--- config.mk ---
export PLATFORM = sky130hd
export DESIGN_NAME = fwsm_top
export DESIGN_NICKNAME = d
export VERILOG_FILES = /design/src/hw/fwsm_pkg.sv /design/src/hw/fwsm_top.sv
export VERILOG_INCLUDE_DIRS = /design/src /design/src/hw
export SDC_FILE = /design/constraint.sdc
export NUM_CORES = 1
export LEC_CHECK = 0
export BUFFER_PORTS_ARGS = -buffer_cell sky130_fd_sc_hd__buf_2
export CORE_ASPECT_RATIO = 0.6
export CORE_MARGIN = 4
export CORE_UTILIZATION = 41
export DETAILED_ROUTE_END_ITERATION = 6
export HOLD_SLACK_MARGIN = 0.08
export PLACE_DENSITY = 0.86
export SYNTH_ARGS = -nofsm -noshare
export SYNTH_HDL_FRONTEND = slang
export SYNTH_SLANG_ARGS = --single-unit
--- constraint.sdc ---
create_clock -name pclk -period 1.4 [get_ports pclk]
set_input_delay 0.21 -clock pclk [delete_from_list [all_inputs] [get_ports pclk]]
set_output_delay 0.21 -clock pclk [all_outputs]
set_load 0.01 [all_outputs]
--- src/hw/fwsm_regs.svh ---
`ifndef FWSM_REGS_SVH
`define FWSM_REGS_SVH

// Register indices; byte address is four times the index
`define FWSM_IDX_FAULT2        10'h072
`define FWSM_IDX_WARN          10'h073
`define FWSM_IDX_PINMASK       10'h074
`define FWSM_IDX_CLEAR         10'h078
`define FWSM_IDX_IRQ_STAT      10'h079
`define FWSM_IDX_IRQ_MASK      10'h07a

// Field positions, fault status two register
`define FWSM_F2_SHUTDOWN       0
`define FWSM_F2_LEFT_CUR       1
`define FWSM_F2_RIGHT_CUR      2

// Field positions, warning register
`define FWSM_WN_TEMP_LO        0
`define FWSM_WN_TEMP_HI        3
`define FWSM_WN_RIGHT_CUR      4
`define FWSM_WN_LEFT_CUR       5

// Field positions, fault pin mask register
`define FWSM_PM_OC             0
`define FWSM_PM_DC             1
`define FWSM_PM_PVDD           2
`define FWSM_PM_RESV           3
`define FWSM_PM_CLK            4
`define FWSM_PM_DVDD_OV        5
`define FWSM_PM_DVDD_UV        6
`define FWSM_PM_SHUTDOWN       7
`define FWSM_PM_WMASK          8'hf7

// Fault clear register
`define FWSM_CLR_ANALOG        7

// Interrupt status and mask bits
`define FWSM_IRQ_SHUTDOWN      0
`define FWSM_IRQ_CUR_FAULT     1
`define FWSM_IRQ_CUR_WARN      2
`define FWSM_IRQ_TEMP_WARN     3
`define FWSM_IRQ_W             4

// Reset values
`define FWSM_RST_BYTE          8'h00
`define FWSM_RST_IRQ           4'h0
`define FWSM_RST_WORD          32'h0000_0000

`endif

--- src/hw/fwsm_pkg.sv ---
package fwsm_pkg;

	// Live detector levels from the analog protection
	typedef struct packed {
		logic       over_temp_shutdown;
		logic       right_cycle_current_limit;
		logic       left_cycle_current_limit;
		logic       left_cycle_current_warn;
		logic       right_cycle_current_warn;
		logic [3:0] over_temp_warning;
	} fwsm_det_t;

	// Latched fault flags kept by neighbouring fault registers
	typedef struct packed {
		logic logic_supply_low;
		logic logic_supply_high;
		logic clock_fault;
		logic power_supply_low;
		logic power_supply_high;
		logic output_dc;
		logic overcurrent;
	} fwsm_ext_t;

endpackage

--- src/hw/fwsm_top.sv ---
`timescale 1ns/1ns
`include "fwsm_regs.svh"
// Notes on behaviour
// - Over-temperature shutdown sets shutdown flag, bit 0 of fault status two.
// - While the shutdown condition is present, class-D outputs go high impedance.
// - Shutdown fault is reported on the fault pin unless masked.
// - Over-temperature recovers by itself once the condition disappears.
// - Shutdown flag holds until software writes one to clear bit 7.
// - Cycle current faults: right at bit 2, left at bit 1, reset 0.
// - Cycle current warnings: left at bit 5, right at bit 4, reset 0.
// - Temperature warning bit 0 at 112C, bit 1 at 122C.
// - Temperature warning bit 2 at 134C, bit 3 at 146C.
// - Mask bit 7 suppresses shutdown reports on the fault pin.
// - Mask bit 6 suppresses logic supply low, bit 5 logic supply high.
// - Mask bit 4 suppresses clock fault reports.
// - Mask bit 2 suppresses power supply low and high reports.
// - Mask bit 1 suppresses output DC fault reports.
// - Mask bit 0 suppresses output over-current reports.
// - Writing one to clear bit 7 clears latched analog fault flags.
module fwsm_top #(
	parameter int ADDR_W = 12
) (
	// Clock and reset
	input  wire logic                 pclk,
	input  wire logic                 presetn,
	// APB slave
	input  wire logic                 psel,
	input  wire logic                 penable,
	input  wire logic                 pwrite,
	input  wire logic [ADDR_W-1:0]    paddr,
	input  wire logic [31:0]          pwdata,
	input  wire logic [3:0]           pstrb,
	output logic      [31:0]          prdata,
	output logic                      pready,
	output logic                      pslverr,
	// Protection detectors and neighbouring fault flags
	input  wire fwsm_pkg::fwsm_det_t  det,
	input  wire fwsm_pkg::fwsm_ext_t  ext_flags,
	// Device side outputs
	output logic                      fault_pin,
	output logic                      class_d_hiz,
	output logic                      analog_fault_clear,
	output logic                      irq
);
	import fwsm_pkg::*;

	////////////////////////////////////////////////////////////////////////
	// Register state

	logic [7:0]            fault_status_two;
	logic [7:0]            warning_status;
	logic [7:0]            fault_pin_report_mask;
	logic [`FWSM_IRQ_W-1:0] irq_status;
	logic [`FWSM_IRQ_W-1:0] irq_mask;

	////////////////////////////////////////////////////////////////////////
	// APB decode

	wire [ADDR_W-3:0] word_idx   = paddr[ADDR_W-1:2];
	wire              acc_phase  = psel & penable;
	wire              acc_done   = acc_phase & pready;
	wire              wr_go      = acc_done & pwrite & pstrb[0];
	wire              hit_fault2 = (word_idx == (ADDR_W-2)'(`FWSM_IDX_FAULT2));
	wire              hit_warn   = (word_idx == (ADDR_W-2)'(`FWSM_IDX_WARN));
	wire              hit_mask   = (word_idx == (ADDR_W-2)'(`FWSM_IDX_PINMASK));
	wire              hit_clear  = (word_idx == (ADDR_W-2)'(`FWSM_IDX_CLEAR));
	wire              hit_istat  = (word_idx == (ADDR_W-2)'(`FWSM_IDX_IRQ_STAT));
	wire              hit_imask  = (word_idx == (ADDR_W-2)'(`FWSM_IDX_IRQ_MASK));
	wire              hit_any    = hit_fault2 | hit_warn | hit_mask |
	                               hit_clear | hit_istat | hit_imask;

	// Write strobes per register
	wire wr_mask  = wr_go & hit_mask;
	wire wr_istat = wr_go & hit_istat;
	wire wr_imask = wr_go & hit_imask;
	wire clr_go   = wr_go & hit_clear & pwdata[`FWSM_CLR_ANALOG];

	// Read mux; clear register reads as zero since its bit is write-only
	wire [7:0] rd_byte = hit_fault2 ? fault_status_two :
	                     hit_warn   ? warning_status :
	                     hit_mask   ? fault_pin_report_mask :
	                     hit_istat  ? {4'h0, irq_status} :
	                     hit_imask  ? {4'h0, irq_mask} :
	                     `FWSM_RST_BYTE;

	////////////////////////////////////////////////////////////////////////
	// Sticky flag update; a detector level in the clear cycle wins

	wire [7:0] set_fault2;
	wire [7:0] set_warn;
	assign set_fault2[`FWSM_F2_SHUTDOWN]  = det.over_temp_shutdown;
	assign set_fault2[`FWSM_F2_LEFT_CUR]  = det.left_cycle_current_limit;
	assign set_fault2[`FWSM_F2_RIGHT_CUR] = det.right_cycle_current_limit;
	assign set_fault2[7:3]                = 5'h00;
	assign set_warn[`FWSM_WN_TEMP_HI:`FWSM_WN_TEMP_LO] = det.over_temp_warning;
	assign set_warn[`FWSM_WN_RIGHT_CUR]   = det.right_cycle_current_warn;
	assign set_warn[`FWSM_WN_LEFT_CUR]    = det.left_cycle_current_warn;
	assign set_warn[7:6]                  = 2'h0;

	// Only the clear write removes a flag
	wire [7:0] next_fault2 = (clr_go ? `FWSM_RST_BYTE : fault_status_two) | set_fault2;
	wire [7:0] next_warn   = (clr_go ? `FWSM_RST_BYTE : warning_status) | set_warn;

	////////////////////////////////////////////////////////////////////////
	// Interrupt events: a flag going from clear to set

	wire [`FWSM_IRQ_W-1:0] irq_event;
	assign irq_event[`FWSM_IRQ_SHUTDOWN]  = |(set_fault2[`FWSM_F2_SHUTDOWN] &
	                                          ~fault_status_two[`FWSM_F2_SHUTDOWN]);
	assign irq_event[`FWSM_IRQ_CUR_FAULT] =
		|(set_fault2[`FWSM_F2_RIGHT_CUR:`FWSM_F2_LEFT_CUR] &
		  ~fault_status_two[`FWSM_F2_RIGHT_CUR:`FWSM_F2_LEFT_CUR]);
	assign irq_event[`FWSM_IRQ_CUR_WARN]  =
		|(set_warn[`FWSM_WN_LEFT_CUR:`FWSM_WN_RIGHT_CUR] &
		  ~warning_status[`FWSM_WN_LEFT_CUR:`FWSM_WN_RIGHT_CUR]);
	assign irq_event[`FWSM_IRQ_TEMP_WARN] =
		|(set_warn[`FWSM_WN_TEMP_HI:`FWSM_WN_TEMP_LO] &
		  ~warning_status[`FWSM_WN_TEMP_HI:`FWSM_WN_TEMP_LO]);

	// Write one to clear, but a new event in the same cycle survives
	wire [`FWSM_IRQ_W-1:0] next_irq_status =
		(irq_status & ~(wr_istat ? pwdata[`FWSM_IRQ_W-1:0] : `FWSM_RST_IRQ)) | irq_event;
	wire next_irq = |(next_irq_status & ~irq_mask);

	////////////////////////////////////////////////////////////////////////
	// Fault pin report: each source gated by its mask bit

	wire [7:0] m = fault_pin_report_mask;
	wire rep_shut = next_fault2[`FWSM_F2_SHUTDOWN] & ~m[`FWSM_PM_SHUTDOWN];
	wire rep_dvuv = ext_flags.logic_supply_low & ~m[`FWSM_PM_DVDD_UV];
	wire rep_dvov = ext_flags.logic_supply_high & ~m[`FWSM_PM_DVDD_OV];
	wire rep_clk  = ext_flags.clock_fault & ~m[`FWSM_PM_CLK];
	wire rep_pvdd = (ext_flags.power_supply_low | ext_flags.power_supply_high) &
	                ~m[`FWSM_PM_PVDD];
	wire rep_dc   = ext_flags.output_dc & ~m[`FWSM_PM_DC];
	wire rep_oc   = ext_flags.overcurrent & ~m[`FWSM_PM_OC];
	wire next_fault_pin = rep_shut | rep_dvuv | rep_dvov | rep_clk |
	                      rep_pvdd | rep_dc | rep_oc;

	// Mask write keeps the reserved bit at zero
	wire [7:0] next_mask = wr_mask ? (pwdata[7:0] & `FWSM_PM_WMASK) : m;

	////////////////////////////////////////////////////////////////////////
	// APB answer: one wait state, so every access ends on its second
	// access cycle; the read byte is captured as pready rises

	always_ff @(posedge pclk or negedge presetn) begin
		if (!presetn) begin
			pready  <= 1'b0;
			pslverr <= 1'b0;
			prdata  <= `FWSM_RST_WORD;
		end else begin
			pready  <= acc_phase & ~pready;
			pslverr <= acc_phase & ~pready & ~hit_any;
			if (acc_phase & ~pready & ~pwrite) begin
				prdata <= {24'h00_0000, rd_byte};
			end
		end
	end

	////////////////////////////////////////////////////////////////////////
	// Status flags and mask

	always_ff @(posedge pclk or negedge presetn) begin
		if (!presetn) begin
			fault_status_two      <= `FWSM_RST_BYTE;
			warning_status        <= `FWSM_RST_BYTE;
			fault_pin_report_mask <= `FWSM_RST_BYTE;
		end else begin
			fault_status_two      <= next_fault2;
			warning_status        <= next_warn;
			fault_pin_report_mask <= next_mask;
		end
	end

	////////////////////////////////////////////////////////////////////////
	// Interrupt registers

	always_ff @(posedge pclk or negedge presetn) begin
		if (!presetn) begin
			irq_status <= `FWSM_RST_IRQ;
			irq_mask   <= `FWSM_RST_IRQ;
			irq        <= 1'b0;
		end else begin
			irq_status <= next_irq_status;
			irq        <= next_irq;
			if (wr_imask) begin
				irq_mask <= pwdata[`FWSM_IRQ_W-1:0];
			end
		end
	end

	////////////////////////////////////////////////////////////////////////
	// Device outputs; the power stage follows the live shutdown condition
	// so it returns to its earlier state without software, while the
	// status flag stays latched for software to inspect

	always_ff @(posedge pclk or negedge presetn) begin
		if (!presetn) begin
			fault_pin          <= 1'b0;
			class_d_hiz        <= 1'b0;
			analog_fault_clear <= 1'b0;
		end else begin
			fault_pin          <= next_fault_pin;
			class_d_hiz        <= det.over_temp_shutdown;
			analog_fault_clear <= clr_go;
		end
	end
endmodule // fwsm_top

==> results of run 1 <==
## cells in the mapped netlist (all sizes together) (2+ instances only)
| cell | number | share of area, % |
|---|---|---|
| a22oi | 3 | 1.1 |
| nor3 | 2 | 0.47 |
| a311o | 2 | 0.95 |
| nand2b | 5 | 1.5 |
| nand4b | 2 | 0.83 |
| buf | 28 | 10 |
| a41o | 2 | 0.95 |
| a32oi | 3 | 1.2 |
| or4b | 2 | 1.1 |
| nand3 | 7 | 1.7 |
| a211o | 2 | 0.83 |
| a21oi | 7 | 1.7 |
| inv | 11 | 2.0 |
| nor4 | 6 | 2.5 |
| o2bb2ai | 4 | 1.7 |
| o21ai | 2 | 0.47 |
| clkbuf | 3 | 0.53 |
| nand4 | 3 | 0.89 |
| a21o | 10 | 3.6 |
| dfrtp | 38 | 45 |
| nor2b | 8 | 2.4 |
| nand2 | 10 | 1.8 |
| a211oi | 3 | 1.1 |
| nor3b | 2 | 0.71 |
| or2b | 2 | 0.71 |
| nor2 | 14 | 2.5 |
| o31ai | 2 | 0.71 |
| mux2 | 10 | 6.4 |
## worst min-delay path by stage
stage,from,end,slack [ns],cells after the start
final,det[6],fault_status_two[1],0.09,2
after global routing,det[7],fault_status_two[2],0.1,2
after CTS,det[6],fault_status_two[1],0.09,2
after detailed placement,presetn,prdata[0],0.18,1
after global placement,presetn,prdata[2],0.17,1
after floorplan,presetn,analog_fault_clear,-0.09,0
## registers in the layout, indices dropped and copies added, names as in the netlist, 3 cells and up
name                   flops
prdata                     8
fault_pin_report_mask      7
warning_status             6
irq_mask                   4
irq_status                 4
fault_status_two           3
## cell type report
cell class / count / area share (%)
Multi-Input combinational cell: 149 / 38.50
Sequential cell: 38 / 33.17
Timing Repair Buffer: 85 / 20.17
Tap cell: 63 / 2.750
Clock buffer: 5 / 2.401
Clock inverter: 3 / 1.571
Inverter: 11 / 1.440
## timing repair
item                                    in CTS  in global routing
endpoints found under the hold margin       19                  0
buffers inserted                             3                  3
endpoints found under the setup margin      29                 31
gates resized for setup                     25                  8
hold buffers                                 2                  0
pin swaps                                   13                  5
## metal layers
metal,vias to the layer above,track usage (%)
met2,82,29.18
met3,14,5.733
met1,912,26.35
li1,858,-
met5,-,0
met4,0,8.403
## cells by family after synthesis
kind of cell / after synthesis / synth area share, %
buffers and inverters: 42 / 12.51
and+or+nand+nor: 68 / 18.85
DFF: 38 / 45.05
AOI/OAI and AO/OA: 46 / 16.60
xor gates and xnor gates: 1 / 0.4150
other: 1 / 0.1777
muxes: 10 / 6.402
## report_power, final
group	internal (mW)	leakage (nW)	switching (mW)
combinational	0.162	0.808	0.205
clock	0.530	0.0504	0.445
sequential	1.13	0.436	0.0201
## per-stage QoR
step | setup slack [ns] | hold slack [ns] | std cells | TNS (ns) | util (%)
global route | -0.1739 | 0.09934 | 354 | -3.300 | 59.99
floorplan | -0.4894 | -0.08559 | 229 | -6.090 | -
finish | -0.1558 | 0.09173 | 354 | -2.174 | 59.99
CTS | -0.06196 | 0.08645 | 351 | -0.3554 | 58.58
detailed placement | -0.4928 | 0.1835 | 338 | -11.99 | 52.84
global placement | -0.4088 | 0.1730 | 338 | -10.17 | 52.84
==> results summary, run 1 <==
The run finished, with violations left. The final reports fail on negative setup slack. The number of DRC violations after detailed routing is 0. In the synthesized netlist, the number of instances is 206. Together, buffers and inverters on the worst path number 0. The post-CTS clock slew at the launch and capture registers of the worst setup and hold paths came out at 0.08 ns. The signal on the critical path passes through nand3_2 -> nor2_4 -> and4b_2 -> mux2_2. The count of state elements after synthesis came out at 38. The power per cell area came out at 871.0 nW/um2.

The critical path data required time came out at 1.60 ns. In this run the static leakage power is 1.294 nW. Setup repair after global routing could not meet its margin everywhere.

The worst-case reg-to-reg path depth came out at 4. The hold violation count in the final report was 0. The number of antenna violations at the first check in global routing came to 0.

The mean routed wirelength per cell is 17.91 um. The data arrival time of the worst path is 1.75 ns. The final-report max-slew violation count came out at 0. In this run the worst hold path is classified as input pin to flip-flop. The delay contributed by the slowest stage of the critical path came out at 0.42 ns. The post-synthesis sequential area ratio came out at 45.05%. The worst register-to-register path begins at pready. The root buffer cell is sky130_fd_sc_hd__clkbuf_8.

The cell area reported after detailed placement is 2525 um2. The critical-path cell with the highest stage delay is sky130_fd_sc_hd__dfrtp_1. In the final layout, flip-flops and latches occupy 950.9 um2. The reg-to-reg setup timing slack came out at -0.16 ns. The critical path is of the flip-flop to flip-flop type.

The post-detailed-route via-to-cell ratio came out at 5.271. The worst vdd rail ir drop came out at 0.0004600 V. For the worst-skew pair, the clock arrives at the later sink with an insertion delay of 0.31 ns.

The number of setup violations in the final report came out at 28. Detailed routing placed a total of 580 um of wire on met3. The endpoint of the worst setup timing path is irq_mask[1]. The overflow left after global routing came out at 0. The final layout contains 359 nets. The site row count came out at 19. The Yosys warning count is 0.

The total chip power came out at 2.497 mW. TritonCTS built the clock tree. The detailed router put a total of 2727 um of wire on met1. The number of placed I/O pins came out at 107. The total routing resource utilization after global routing is 19.61%. The final critical-path share of the clock period is 111.1%. The global placer's final weighted congestion is 0.8912. The diode insertion count for antenna repair is 0. The library cells used most frequently in the layout, excluding fill and tap cells, are sky130_fd_sc_hd__buf_2 (49), sky130_fd_sc_hd__dfrtp_1 (38), sky130_fd_sc_hd__conb_1 (24), sky130_fd_sc_hd__buf_4 (21). The clock buffer count from CTS came out at 5. The quantity of I/O buffers inserted on ports came out at 53. The start point of the critical path is pready. The number of enable-type register cells in the synthesized netlist came out at 0.

Counting flops with an async set or reset pin after synthesis yields a share of 100.0%. The met2 layer wire length in the routed design came out at 2863 um. The kind of cell adding the most delay to the critical path is simple AND/OR/NAND/NOR gates. The relative area change from synthesis to final layout is 35.80%. The die covers 6398 um2. The number of detailed-routing iterations run before antenna repair is 4. The detailed-route wire length is 6339 um. A synthesized cell averages 10.25 um2. The largest net degree at the start of global routing is 21.

The deepest level of the CTS H-tree came out at 2. Among all flip-flop cells after synthesis, the most frequent one is sky130_fd_sc_hd__dfrtp_1. The routed layout has 1,866 vias. The number of design-rule violations left by the first detailed-router iteration came out at 81. The post-layout minimum cycle time came out at 1.556 ns.

The number of filler cells placed in the layout came out at 394. After synthesis, the netlist uses 47 different library cells. The initial standard-cell utilization of the core came out at 44.17%. The maximum fanout count along the critical path came out at 4. The post-layout worst setup margin is -0.1558 ns. The number of global-route vias before repair is 1,798. The kind of start point of the critical path is a flip-flop. Once detailed placement completed, the half-perimeter wirelength came to 4308 um. The highest layer used for signal routing is met4. The remaining antenna violation count came out at 0. The die outline width came out at 100.6 um. The first-pass GRT wire length came out at 9480 um. Summing every instance area after synthesis gives 2111 um2. The finished cells cover 2867 um2. For the final database, setup skew stands at 0.007858 ns. The end of the worst register-to-register path is irq_mask[1]. From bottom edge to top edge, the die measures 63.58 um. The most common library cell in the layout ignoring fill and taps is sky130_fd_sc_hd__buf_2. The maximum count of clock buffers along a single path came out at 2. The total core area is 4778 um2. The area used by multi-input combinational logic is 1104 um2. The kind of end point of the critical path is a flip-flop. The number of maximum-capacitance constraint violations is 0.

The number of clock sinks came out at 38. The fraction of layout instances using a drive strength above 1 is 41.92%. The upper clock frequency limit came out at 642.8 MHz. The depth of the critical timing path with buffers and inverters included came out at 4.
No activity file was read; power rests on OpenSTA's default activity.
==> run 2: changes to the inputs <==
--- a/config.mk
+++ b/config.mk
@@ -6,13 +6,14 @@
 export SDC_FILE = /design/constraint.sdc
 export NUM_CORES = 1
 export LEC_CHECK = 0
+export ABC_AREA = 1
 export BUFFER_PORTS_ARGS = -buffer_cell sky130_fd_sc_hd__buf_2
 export CORE_ASPECT_RATIO = 0.6
 export CORE_MARGIN = 4
-export CORE_UTILIZATION = 41
+export CORE_UTILIZATION = 30
 export DETAILED_ROUTE_END_ITERATION = 6
 export HOLD_SLACK_MARGIN = 0.08
-export PLACE_DENSITY = 0.86
+export PLACE_DENSITY = 0.68
 export SYNTH_ARGS = -nofsm -noshare
 export SYNTH_HDL_FRONTEND = slang
 export SYNTH_SLANG_ARGS = --single-unit
==> results summary, run 2 <==
The first-pass GRT wire length came out at 9356 um. The worst-case IR drop observed on VDD is 0.0004020 V. The cell family contributing the most delay on the critical path is simple AND/OR/NAND/NOR gates. By area the synthesized netlist is led by sky130_fd_sc_hd__dfrtp_1 (44%), sky130_fd_sc_hd__nand2_1 (11%), sky130_fd_sc_hd__buf_4 (8.4%). The worst path uses 98.14% of the clock period. The dominant cell type by count on the critical path is sky130_fd_sc_hd__nand2_1. The number of enable-type register cells in the synthesized netlist is 0.

The delay contributed by the slowest stage of the critical path came out at 0.39 ns. The count of non-filler cells in the finished layout came out at 431. The commonest cells after synthesis are sky130_fd_sc_hd__nand2_1 (66), sky130_fd_sc_hd__inv_1 (40), sky130_fd_sc_hd__dfrtp_1 (38), sky130_fd_sc_hd__buf_4 (24), sky130_fd_sc_hd__nand4_1 (13). Global routing consumed, on the met1 layer, 19.77% of the routing resources. The sum of negative setup slack is 0 ns.

The post-route core utilization is 41.90%. The number of design-rule violations left by the first detailed-router iteration is 166. The clock reaches the later pin of the worst-skew pair after 0.28 ns.

The initial standard-cell utilization of the core is 31.61%. Clock tree synthesis selected as its root buffer the cell sky130_fd_sc_hd__clkbuf_16. The number of filler cells placed in the layout came out at 684. Of all cell types, the one taking the most synthesized area is sky130_fd_sc_hd__dfrtp_1. In this run the core area contains 23 standard-cell rows.

The register with the most flip-flops in the layout has 8 of them. In the layout the commonest cells are sky130_fd_sc_hd__nand2_1 (66), sky130_fd_sc_hd__buf_2 (53), sky130_fd_sc_hd__inv_1 (39), sky130_fd_sc_hd__dfrtp_1 (38), sky130_fd_sc_hd__conb_1 (24). The total non-filler cell area in the finished layout came out at 2858 um2.

Among all flip-flop cells after synthesis, the most frequent one is sky130_fd_sc_hd__dfrtp_1. The number of detailed-routing iterations run before antenna repair is 5. The number of clock sinks is 38. For this design the ratio of total power to cell area is 925.9 nW/um2. By startpoint and endpoint, the worst setup path is classified as flip-flop to flip-flop.

Setup repair after global routing could not meet its margin everywhere. STA classifies the critical path startpoint as a flip-flop. The detailed-route wire length is 5863 um.

The tightest min-delay check is of the input pin to flip-flop type. The vertical die dimension is 73.67 um. The congestion estimate from routability-driven global placement came to 0.8887. The global routing's busiest layer is met2.

The most common cell in the synthesized netlist is sky130_fd_sc_hd__nand2_1. TritonCTS built the clock tree. The clock buffer count from CTS is 5. The worst clock skew on the final layout is 0.006656 ns.

The mean routed wirelength per cell is 13.60 um. The quantity of I/O buffers inserted on ports is 53. The die outline width came out at 117.4 um. The post-CTS clock slew at the launch and capture registers of the worst setup and hold paths came out at 0.06 ns. For this run, design rule violations remaining after detail routing come to 0. On the final layout, the worst hold slack is 0.1241 ns. The number of maximum-capacitance constraint violations came out at 0. The maximum count of clock buffers along a single path is 2. The analysis attributes to cell leakage a power of 1.554 nW. The synthesized design contains 38 register bits. The hold violation count in the final report came out at 0. For met2 alone, demand over resource in global routing was 19.82%. CTS built an H-tree with a depth of 2. Entering global routing, the biggest net connects 23 pins. The upper clock frequency limit came out at 727.8 MHz. The synthesized area per cell is 8.324 um2. The library cell used most frequently in the layout, excluding fill and tap cells, is sky130_fd_sc_hd__nand2_1.

The share of flip-flops with an asynchronous set or reset came out at 100.0%. The number of standard cells after synthesis is 259. The maximum fanout count along the critical path came out at 5. The number of placed instances with taps included is 417.

STA classifies the critical path endpoint as a flip-flop. The fraction of post-synthesis cell area in the top cell type by area came out at 44.11%. The diode insertion count for antenna repair came out at 0. The final-report max-slew violation count came out at 0. The Yosys warning count is 0.

The cell area reported after detailed placement came out at 2615 um2. The overflow left after global routing is 0. The number of placed I/O pins is 107.

In the final layout, the registers with the most flip-flops are prdata x8, fault_pin_report_mask x7, warning_status x6. The distinct cell type count after synthesis came out at 32. The number of setup violations in the final report came out at 0. In the final design database the tool counted 412 nets. The detail route stage leaves a number of antenna-violating nets equal to 0. For the worst setup path, the data required time is 1.57 ns. The area of the die came out at 8651 um2. The number of antenna violations at the first check in global routing is 0. Traced cell by cell, the critical path runs through nand3_2 -> nor2_4 -> buf_6 -> nand4_1 -> nand2_1 -> nand2_1 -> nand2_1 -> nand2_1 -> inv_1 -> nand2_1. The run finished with clean final reports. Ranked by flip-flop count, first place goes to prdata.

The number of global-route vias before repair came out at 1,822. The slowest stage of the critical path belongs to the cell sky130_fd_sc_hd__dfrtp_1. The via count came out at 1,940.

The global routing met3 resource utilization came out at 4.385%. Dividing the detail-routed via count by the number of cells gives 4.501. The post-layout minimum cycle time is 1.374 ns.

The number of buffers and inverters on the critical path came out at 2. The HPWL after detailed placement is 4518 um. The cell area after synthesis is 2156 um2. The total core area is 6820 um2. The relative area change from synthesis to final layout is 32.56%.

The total routing resource utilization after global routing is 13.87%. The multi-input combinational cells in the finished layout cover a total of 949.7 um2. The footprint of the flip-flops and latches came out at 950.9 um2. Of the synthesized area, sequential elements account for 44.11%. The data arrival time of the worst path came out at 1.55 ns. The fraction of layout instances using a drive strength above 1 is 34.30%.
==> run 2: path summary, 6_finish.rpt <==
| kind | cells after the start | from | slack [ns] | endpoint |
|---|---|---|---|---|
| worst max-delay path | 10 | pready | 0.03 | irq |
| worst min-delay path | 3 | det[3] | 0.12 | warning_status[3] |
| worst max register to register | 10 | pready | 0.03 | irq |
| worst min register to register | 2 | prdata[5] | 0.48 | prdata[5] |
| max in group asynchronous | 3 | presetn | 0.51 | fault_status_two[0] |
| min in group asynchronous | 2 | presetn | 0.41 | prdata[1] |
==> run 2: per-stage QoR <==
stage | power (mW) | setup WS, ns
2_1_floorplan | 1.288 | 0.09385
3_3_place_gp | 1.370 | -0.02778
3_5_place_dp | 1.375 | -0.08198
4_1_cts | 2.649 | 0.01307
5_1_grt | 2.759 | -0.06378
6_report | 2.646 | 0.02604
==> run 2: power breakdown <==
part	total [mW]	switching [mW]	internal [mW]	leakage [nW]
Sequential	1.11	0.00509	1.11	0.452
Combinational	0.256	0.163	0.0928	1.02
Clock	1.28	0.435	0.842	0.0781
==> run 2: cell families (layout without fill, tap and decap cells) <==
family / after synthesis / count (layout) / synth area share, %
AO/OA/AOI/OAI: 37 / 37 / 11.14
buffers and inverters: 70 / 132 / 16.89
flip-flops: 38 / 38 / 44.11
other: 1 / 24 / 0.1739
AND/OR/NAND/NOR: 113 / 113 / 27.68
==> run 2: cell type report <==
class / count / share of cell area [%]
repair buffers: 79 / 17.73
clock inverters: 1 / 1.051
repair inverters: 1 / 0.2627
well taps: 87 / 3.809
inverters: 44 / 5.998
clock buffers: 7 / 4.641
flip-flops and latches: 38 / 33.27
multi-input cells: 174 / 33.23
==> run 2: worst register-to-register path: cells and delay by family (launching register included) <==
family | cells | cell delay (ns)
flip-flops | 1 | 0.39
buffers and inverters | 2 | 0.20
AND/OR/NAND/NOR | 8 | 0.68
==> run 2: layer usage <==
layer,wire length [um],part of all wire [%],vias up
met1,2814,48,908
li1,-,-,957
met2,2586,44,69
met5,0,0,-
met4,49,0.84,0
met3,413,7.0,6
==> run 2: timing repair <==
action | CTS | global route
setup buffers | 0 | 3
resized for setup | 0 | 10
setup endpoints to repair | 0 | 14
endpoints found under the hold margin | 17 | 0
hold buffers | 2 | 0
